--- config.mk ---
export PLATFORM = sky130hd
export DESIGN_NAME = dsd_decoder
export DESIGN_NICKNAME = d
export VERILOG_FILES = /design/src/dsd_pkg.sv /design/src/dsd_ret_stack.sv /design/src/dsd_wo_regs.sv /design/src/dsd_decoder.sv
export VERILOG_INCLUDE_DIRS = /design/src
export SDC_FILE = /design/constraint.sdc
export NUM_CORES = 1
export LEC_CHECK = 0
export ABC_CLOCK_PERIOD_IN_PS = 3270
export BUFFER_PORTS_ARGS = -buffer_cell sky130_fd_sc_hd__buf_2
export CORE_MARGIN = 4
export CORE_UTILIZATION = 30
export CTS_CLUSTER_DIAMETER = 100
export DETAILED_ROUTE_END_ITERATION = 10
export PLACE_DENSITY = 0.49
export SYNTH_ARGS = -nofsm -noshare
export SYNTH_HDL_FRONTEND = slang
export SYNTH_SLANG_ARGS = --single-unit
--- constraint.sdc ---
create_clock -name ref_clk -period 3.27 [get_ports ref_clk]
set_clock_uncertainty 0.05 [all_clocks]
set_input_delay 0.1635 -clock ref_clk [delete_from_list [all_inputs] [get_ports ref_clk]]
set_output_delay 0.1635 -clock ref_clk [all_outputs]
set_load 0.01 [all_outputs]
--- src/dsd_cfg.svh ---
`ifndef DSD_CFG_SVH
`define DSD_CFG_SVH

`define DSD_PC_W 12
`define DSD_STACK_DEPTH 6
`define DSD_PM_SIZE 4096
`define DSD_BASE_W 6
`define DSD_WIN_OFS_W 6

`define DSD_BANK_LO 8'h00
`define DSD_BANK_HI 8'h3F
`define DSD_WIN_LO 8'h40
`define DSD_WIN_HI 8'h7F
`define DSD_CORE_LO 8'h80
`define DSD_CORE_HI 8'h83
`define DSD_RAM_LO 8'h84
`define DSD_RAM_HI 8'hBF
`define DSD_PDATA_LO 8'hC0
`define DSD_PDATA_HI 8'hC2
`define DSD_PDIR_LO 8'hC4
`define DSD_PDIR_HI 8'hC6
`define DSD_INT_OPT 8'hC8
`define DSD_WIN_BASE 8'hC9
`define DSD_POPT_LO 8'hCC
`define DSD_POPT_HI 8'hCE
`define DSD_TMR_LO 8'hD0
`define DSD_TMR_HI 8'hDB
`define DSD_OSC_CTL 8'hDC
`define DSD_MISC 8'hDD
`define DSD_SPI_LO 8'hE0
`define DSD_SPI_HI 8'hE2
`define DSD_BANK_SEL 8'hE8
`define DSD_NVM_CTL 8'hEA
`define DSD_ACC 8'hFF

`define DSD_SEL_RAM2 4
`define DSD_SEL_NVM1 1
`define DSD_SEL_NVM0 0

`define DSD_NVM_CTL_RST 8'h00
`define DSD_RD_FILL 8'hFF

`endif

--- src/dsd_pkg.sv ---
`include "dsd_cfg.svh"

package dsd_pkg;

    typedef enum logic [3:0] {
        RG_BANK = 4'h0,
        RG_WINDOW = 4'h1,
        RG_CORE = 4'h2,
        RG_RAM = 4'h3,
        RG_PERIPH = 4'h4,
        RG_WO_PERIPH = 4'h5,
        RG_BASE = 4'h6,
        RG_BANKSEL = 4'h7,
        RG_NVMCTL = 4'h8,
        RG_RSVD = 4'h9
    } dsd_region_t;

    function automatic dsd_region_t dsd_decode(input logic [7:0] a);
        dsd_region_t r;
        r = RG_RSVD;
        if (a <= `DSD_BANK_HI)
            r = RG_BANK;
        else if (a <= `DSD_WIN_HI)
            r = RG_WINDOW;
        else if (a <= `DSD_CORE_HI || a == `DSD_ACC)
            r = RG_CORE;
        else if (a <= `DSD_RAM_HI)
            r = RG_RAM;
        else if ((a >= `DSD_PDATA_LO && a <= `DSD_PDATA_HI) ||
                 (a >= `DSD_PDIR_LO && a <= `DSD_PDIR_HI) ||
                 (a >= `DSD_POPT_LO && a <= `DSD_POPT_HI) ||
                 (a >= `DSD_TMR_LO && a <= `DSD_TMR_HI) ||
                 a == `DSD_MISC ||
                 (a >= `DSD_SPI_LO && a <= `DSD_SPI_HI))
            r = RG_PERIPH;
        else if (a == `DSD_INT_OPT || a == `DSD_OSC_CTL)
            r = RG_WO_PERIPH;
        else if (a == `DSD_WIN_BASE)
            r = RG_BASE;
        else if (a == `DSD_BANK_SEL)
            r = RG_BANKSEL;
        else if (a == `DSD_NVM_CTL)
            r = RG_NVMCTL;
        return r;
    endfunction : dsd_decode

endpackage : dsd_pkg

--- src/dsd_ret_stack.sv ---
`timescale 1ns/10ps
`default_nettype none
`include "dsd_cfg.svh"

module dsd_ret_stack #(
    parameter int DEPTH = `DSD_STACK_DEPTH,
    parameter int WIDTH = `DSD_PC_W
) (
    input wire logic ref_clk,
    input wire logic sys_rst,
    input wire logic push,
    input wire logic pop,
    input wire logic [WIDTH-1:0] push_addr,
    output logic [WIDTH-1:0] top_ff
);
    import dsd_pkg::*;

    logic [WIDTH-1:0] lvl_ff [DEPTH];

    // Shift register stack: overflow drops the oldest level silently
    always_ff @(posedge ref_clk)
    begin
        if (sys_rst)
        begin
            for (int i = 0; i < DEPTH; i++)
                lvl_ff[i] <= '0;
        end
        else if (push)
        begin
            lvl_ff[0] <= push_addr;
            for (int i = 1; i < DEPTH; i++)
                lvl_ff[i] <= lvl_ff[i-1];
        end
        else if (pop)
        begin
            for (int i = 0; i < DEPTH - 1; i++)
                lvl_ff[i] <= lvl_ff[i+1];
        end
    end

    assign top_ff = lvl_ff[0];
endmodule : dsd_ret_stack

`default_nettype wire

--- src/dsd_wo_regs.sv ---
`timescale 1ns/10ps
`default_nettype none
`include "dsd_cfg.svh"

module dsd_wo_regs (
    input wire logic ref_clk,
    input wire logic sys_rst,
    input wire logic base_we,
    input wire logic bank_we,
    input wire logic nvm_we,
    input wire logic [7:0] wdata,
    output logic [`DSD_BASE_W-1:0] window_base_ff,
    output logic [7:0] bank_select_ff,
    output logic [7:0] nvm_control_ff
);
    import dsd_pkg::*;

    // No reset on purpose: contents are undefined until software writes
    always_ff @(posedge ref_clk)
    begin
        if (base_we)
            window_base_ff <= wdata[`DSD_BASE_W-1:0];
    end

    always_ff @(posedge ref_clk)
    begin
        if (bank_we)
            bank_select_ff <= wdata;
    end

    always_ff @(posedge ref_clk)
    begin
        if (sys_rst)
            nvm_control_ff <= `DSD_NVM_CTL_RST;
        else if (nvm_we)
            nvm_control_ff <= wdata;
    end
endmodule : dsd_wo_regs

`default_nettype wire

--- src/dsd_decoder.sv ---
`timescale 1ns/10ps
`default_nettype none
`include "dsd_cfg.svh"

module dsd_decoder #(
    parameter int PC_W = `DSD_PC_W,
    parameter int STACK_DEPTH = `DSD_STACK_DEPTH,
    parameter int PM_SIZE = `DSD_PM_SIZE
) (
    input wire logic ref_clk,
    input wire logic sys_rst,
    input wire logic [7:0] cpu_addr,
    input wire logic [7:0] cpu_wdata,
    input wire logic cpu_wr,
    input wire logic cpu_rd,
    input wire logic [PC_W-1:0] program_counter,
    input wire logic stack_push,
    input wire logic stack_pop,
    input wire logic readout_protect,
    input wire logic ext_rd_req,
    input wire logic [PC_W-1:0] ext_addr,
    input wire logic [7:0] pm_rdata,
    input wire logic [7:0] ram_rdata,
    input wire logic [7:0] page_rdata,
    input wire logic [7:0] periph_rdata,
    input wire logic [7:0] core_rdata,
    output logic [7:0] cpu_rdata_ff,
    output logic cpu_rvalid_ff,
    output logic [PC_W-1:0] pm_addr_ff,
    output logic pm_re_ff,
    output logic [7:0] acc_addr_ff,
    output logic [7:0] acc_wdata_ff,
    output logic ram_we_ff,
    output logic ram_re_ff,
    output logic page_we_ff,
    output logic page_re_ff,
    output logic [2:0] page_sel_ff,
    output logic periph_we_ff,
    output logic periph_re_ff,
    output logic core_we_ff,
    output logic core_re_ff,
    output logic [7:0] nvm_control_ff,
    output logic [PC_W-1:0] ret_addr_ff,
    output logic [7:0] ext_rdata_ff,
    output logic ext_ack_ff,
    output logic ext_denied_ff
);
    import dsd_pkg::*;

    dsd_region_t region;
    dsd_region_t region_ff;
    logic wr_go;
    logic rd_go;
    logic [`DSD_BASE_W-1:0] window_base;
    logic [7:0] bank_select;
    logic [2:0] pages;
    logic [PC_W-1:0] win_addr;
    logic in_range;
    logic win_rd;
    logic ext_take;
    logic ext_ok;
    logic rd_pend_ff;
    logic win_oor_ff;
    logic page_miss_ff;
    logic ext_pend_ff;
    logic [7:0] nxt_rdata;

    // A write wins when both strobes arrive together
    assign wr_go = cpu_wr;
    assign rd_go = cpu_rd & ~cpu_wr;
    assign region = dsd_decode(cpu_addr);

    dsd_wo_regs u_wo_regs (
        .ref_clk(ref_clk),
        .sys_rst(sys_rst),
        .base_we(wr_go && region == RG_BASE),
        .bank_we(wr_go && region == RG_BANKSEL),
        .nvm_we(wr_go && region == RG_NVMCTL),
        .wdata(cpu_wdata),
        .window_base_ff(window_base),
        .bank_select_ff(bank_select),
        .nvm_control_ff(nvm_control_ff)
    );

    dsd_ret_stack #(
        .DEPTH(STACK_DEPTH),
        .WIDTH(PC_W)
    ) u_stack (
        .ref_clk(ref_clk),
        .sys_rst(sys_rst),
        .push(stack_push),
        .pop(stack_pop),
        .push_addr(program_counter),
        .top_ff(ret_addr_ff)
    );

    assign pages = {bank_select[`DSD_SEL_RAM2], bank_select[`DSD_SEL_NVM1],
                    bank_select[`DSD_SEL_NVM0]};

    // Base supplies the upper bits, the access the lower six
    assign win_addr = PC_W'({window_base, cpu_addr[`DSD_WIN_OFS_W-1:0]});
    // Past the implemented memory no fetch is made at all
    assign in_range = 32'(win_addr) < PM_SIZE;
    assign win_rd = rd_go && region == RG_WINDOW;
    // The core window read owns the program port; external reads retry
    assign ext_take = ext_rd_req && !win_rd;
    assign ext_ok = ext_take && !readout_protect;

    always_ff @(posedge ref_clk)
    begin
        if (sys_rst)
        begin
            pm_re_ff <= 1'b0;
            pm_addr_ff <= '0;
        end
        else
        begin
            pm_re_ff <= (win_rd && in_range) || ext_ok;
            if (win_rd)
                pm_addr_ff <= win_addr;
            else if (ext_ok)
                pm_addr_ff <= ext_addr;
        end
    end

    always_ff @(posedge ref_clk)
    begin
        if (sys_rst)
        begin
            ram_we_ff <= 1'b0;
            ram_re_ff <= 1'b0;
            core_we_ff <= 1'b0;
            core_re_ff <= 1'b0;
        end
        else
        begin
            ram_we_ff <= wr_go && region == RG_RAM;
            ram_re_ff <= rd_go && region == RG_RAM;
            core_we_ff <= wr_go && region == RG_CORE;
            core_re_ff <= rd_go && region == RG_CORE;
        end
    end

    // With no page selected the access is dropped; several are not filtered
    always_ff @(posedge ref_clk)
    begin
        if (sys_rst)
        begin
            page_we_ff <= 1'b0;
            page_re_ff <= 1'b0;
            page_sel_ff <= '0;
        end
        else
        begin
            page_we_ff <= wr_go && region == RG_BANK && pages != 3'h0;
            page_re_ff <= rd_go && region == RG_BANK && pages != 3'h0;
            page_sel_ff <= (region == RG_BANK) ? pages : 3'h0;
        end
    end

    // Write-only peripheral registers get writes but never a read strobe
    always_ff @(posedge ref_clk)
    begin
        if (sys_rst)
        begin
            periph_we_ff <= 1'b0;
            periph_re_ff <= 1'b0;
        end
        else
        begin
            periph_we_ff <= wr_go && (region == RG_PERIPH ||
                                      region == RG_WO_PERIPH);
            periph_re_ff <= rd_go && region == RG_PERIPH;
        end
    end

    always_ff @(posedge ref_clk)
    begin
        if (sys_rst)
        begin
            acc_addr_ff <= '0;
            acc_wdata_ff <= '0;
        end
        else
        begin
            if (wr_go || rd_go)
                acc_addr_ff <= cpu_addr;
            if (wr_go)
                acc_wdata_ff <= cpu_wdata;
        end
    end

    always_ff @(posedge ref_clk)
    begin
        if (sys_rst)
        begin
            rd_pend_ff <= 1'b0;
            region_ff <= RG_RSVD;
            win_oor_ff <= 1'b0;
            page_miss_ff <= 1'b0;
        end
        else
        begin
            rd_pend_ff <= rd_go;
            region_ff <= region;
            win_oor_ff <= !in_range;
            page_miss_ff <= pages == 3'h0;
        end
    end

    always_comb
    begin
        nxt_rdata = `DSD_RD_FILL;
        case (region_ff)
            RG_WINDOW: nxt_rdata = win_oor_ff ? `DSD_RD_FILL : pm_rdata;
            RG_RAM: nxt_rdata = ram_rdata;
            RG_CORE: nxt_rdata = core_rdata;
            RG_PERIPH: nxt_rdata = periph_rdata;
            RG_BANK: nxt_rdata = page_miss_ff ? `DSD_RD_FILL : page_rdata;
            RG_NVMCTL: nxt_rdata = nvm_control_ff;
            default: nxt_rdata = `DSD_RD_FILL;
        endcase
    end

    always_ff @(posedge ref_clk)
    begin
        if (sys_rst)
        begin
            cpu_rdata_ff <= '0;
            cpu_rvalid_ff <= 1'b0;
        end
        else
        begin
            cpu_rvalid_ff <= rd_pend_ff;
            if (rd_pend_ff)
                cpu_rdata_ff <= nxt_rdata;
        end
    end

    always_ff @(posedge ref_clk)
    begin
        if (sys_rst)
        begin
            ext_pend_ff <= 1'b0;
            ext_ack_ff <= 1'b0;
            ext_denied_ff <= 1'b0;
            ext_rdata_ff <= '0;
        end
        else
        begin
            ext_pend_ff <= ext_ok;
            ext_ack_ff <= ext_pend_ff;
            ext_denied_ff <= ext_take && readout_protect;
            if (ext_pend_ff)
                ext_rdata_ff <= pm_rdata;
        end
    end
endmodule : dsd_decoder

`default_nettype wire

==> qor.csv <==
stage,metric,value,unit
critical_path,"critical path fanouts, max",27,
route,Total Wirelength,17270,um
critical_path,Worst Path Arrival,2.18,ns
route,DR vias,5088,
synth,"FFs w/ async S/R, synth",0,
route,Final ANT Viol Nets,0,
clock_tree,CTS tree,yes,
power,total power,4.586,mW
route,First-pass DRT Iterations,4,
global_routing,largest net degree at the start of global routing,73,
clock_tree,TritonCTS Buffers,17,
critical_path,nature of the critical path endpoint,flip-flop,
synth,Mapped Cells,554,
timing,actual slew at the worst max-slew pin,1.022,ns
die,top-level I/O count,167,
timing,RSZ-0062 raised after global routing,no,
power,Lkg Pwr,3.545,nW
hold_path,Min-Delay Path Class,input pin to flip-flop,
power,pwr/cell area,540.9,nW/um2
synth,"Top FF cell, synth",edfxtp_1,
synth,Syn Std Cell Area,6385,um2
timing,Period minus WS final,1.944,ns
synth,Yosys cell types,43,
timing,Final Cycle Share,0.5944,
power,Peak VDD IR,0.3093,mV
synth,Synth Area per Inst,11.53,um2
die,die area,23680,um2
placement,placed wire-length estimate,12000,um
timing,"Slew Viols, Final",0,
route,DR iter-0 viols,256,
final_layout,layout cell share with drive strength beyond 1,0.2819,
placement,Placer Congestion,0.8636,
final_layout,utilization after layout,0.4046,
global_routing,number of global-route vias before repair,5171,
die,row count,53,
clock_tree,CTS max path bufs,2,
route,WL/cell,16.71,um
die,core box area,20960,um2
clock_tree,setup bufs post-CTS,0,
timing,Worst slew margin,0.3177,
global_routing,Overall Global Routing Usage,0.1441,
timing,hold slack final,0.04817,ns
final_layout,Layout Nets,834,
global_routing,grt total ovfl,0,
die,die height,153.9,um
clock_tree,Num Clock Sinks,155,
clock_tree,CTS root buf,clkbuf_16,
synth,sequential-to-total area share from yosys stat,0.6130,
synth,Synth area leader,edfxtp_1,
timing,Final Hold Viols,0,
outcome,status,"finished, final reports clean",
clock_tree,worst skew pair latency,0.42,ns
placement,"worst slack, placed",0.9860,ns
final_layout,area grow syn2layout,32.80,%
clock_tree,clk slew on worst S/H paths,0.06,ns
clock_tree,H-tree levels,4,
critical_path,Worst Path Required,3.50,ns
synth,largest cells by area after synthesis,"edfxtp_1 (38%), dfxtp_1 (23%), a22o_1 (8.2%), mux2i_1 (5.0%), nor2_1 (3.7%)",
route,DRC errors left,0,
timing,Setup TNS Final,0,ns
run,Maximum Capacitance Violations,0,
clock_tree,CTS resizes,0,
timing,final setup vio count,0,
critical_path,Worst setup SP type,flip-flop,
placement,I/O Buffers,166,
critical_path,Setup CP Type,flip-flop to flip-flop,
critical_path,crit-path max cell delay,0.99,ns
synth,"EDFF count, synth",81,
synth,synthesis-stage register bit count,155,
synth,total of warnings raised by yosys,0,
synth,Synth top area share,0.3810,
critical_path,"Slowest-stage cell, CP",dfxtp_1,
synth,Synth Net Count,642,
die,Die X,153.9,um
route,routed vias/inst,4.921,
critical_path,worst path cell trace,nor3_1 > and2_1 > a21oi_1 > a311oi_1,
global_routing,global-route wire length before repair,27520,um
die,Initial Utilization,0.3047,
timing,fmax,0.5145,GHz
final_layout,ant diodes,0,
global_routing,initial antenna violation count,0,
timing,worst setup margin,1.326,ns
clock_tree,cts hold-fix bufs,43,
-- power by group --
| group | switching [mW] | internal [mW] | total (mW) |
|---|---|---|---|
| clock network | 0.874 | 1.08 | 1.95 |
| registers | 0.0680 | 2.15 | 2.22 |
| logic | 0.220 | 0.196 | 0.415 |
-- final cells by class --
cell class | instances | area [um2]
clock buffers | 17 | 425.4
fillers | 2072 | 12480
repair buffers | 216 | 1314
multi-input cells | 354 | 2315
flip-flops and latches | 155 | 3914
clock inverters | 15 | 160.2
well taps | 275 | 344.1
inverters | 2 | 7.507
-- layout by cell type, fill, tap and decap left out, drive strengths merged, types with 2 or more instances in the layout --
master	instances
nand3b	17
nand3	4
nor4	3
clkinvlp	2
o21a	12
buf	173
mux2i	32
or3b	2
nor2b	3
a311oi	8
or3	3
a22o	60
o211ai	4
edfxtp	81
and2	18
a21oi	31
dlygate4sd3	43
nor2	63
clkinv	6
nor3	24
or2	4
nand2	13
o21ai	31
clkbuf	17
dfxtp	74
and3	2
nand2b	5
inv	8
-- Yosys cell counts (5+ instances only) --
library cell and instances:
edfxtp_1 81, dfxtp_1 74, nor2_1 63, a22o_1 60
clkbuf_1 35, mux2i_1 32, a21oi_1 31, o21ai_0 31
nor3_1 24, and2_1 18, nand3b_1 17, nand2_1 13
o21a_1 12, a311oi_1 8, buf_1 5, nand2b_1 5
-- through the flow --
stage	instances	area, um2
6_report	1034	8479
5_1_grt	1034	8479
4_1_cts	1034	8479
3_5_place_dp	959	7463
3_3_place_gp	959	7463
2_1_floorplan	554	6385
-- flip-flops by register name, indices dropped and copies added (netlist names), 4 cells and up --
name / count
u_wo_regs.nvm_control_ff: 8
u_wo_regs.window_base_ff: 6
cpu_rdata_ff: 8
u_stack.lvl_ff: 72
acc_addr_ff: 8
acc_wdata_ff: 8
region_ff: 4
ext_rdata_ff: 8
pm_addr_ff: 12
-- worst max-delay path: cells and delay by family, from the launching register on --
family / cells / cell delay (ns)
AO/OA/AOI/OAI: 2 / 0.30
flip-flops: 1 / 0.99
AND/OR/NAND/NOR: 2 / 0.46
-- kinds of logic after synthesis --
logic type | Yosys count | share of synthesized area
compound gates | 153 | 0.1695
simple gates | 168 | 0.1389
buf+inv | 45 | 0.02704
xor+xnor | 1 | 0.001372
mux | 32 | 0.05017
flops | 155 | 0.6130
-- layer usage --
layer,GRT usage,routed length [um],vias up
met5,0,0,-
met4,0.05383,332,0
met3,0.05122,1304,24
met2,0.2304,8125,162
met1,0.1801,7510,2450
li1,-,-,2452
-- worst paths after layout --
kind,startpoint,to,slack (ns),cells past startpoint
max reg2reg,region_ff[0],cpu_rdata_ff[3],1.33,4
max,region_ff[0],cpu_rdata_ff[3],1.33,4
min reg2reg,acc_addr_ff[0],acc_addr_ff[0],0.41,2
min,cpu_addr[1],acc_addr_ff[1],0.05,3
Note: power is estimated with default switching activity, not from simulation.
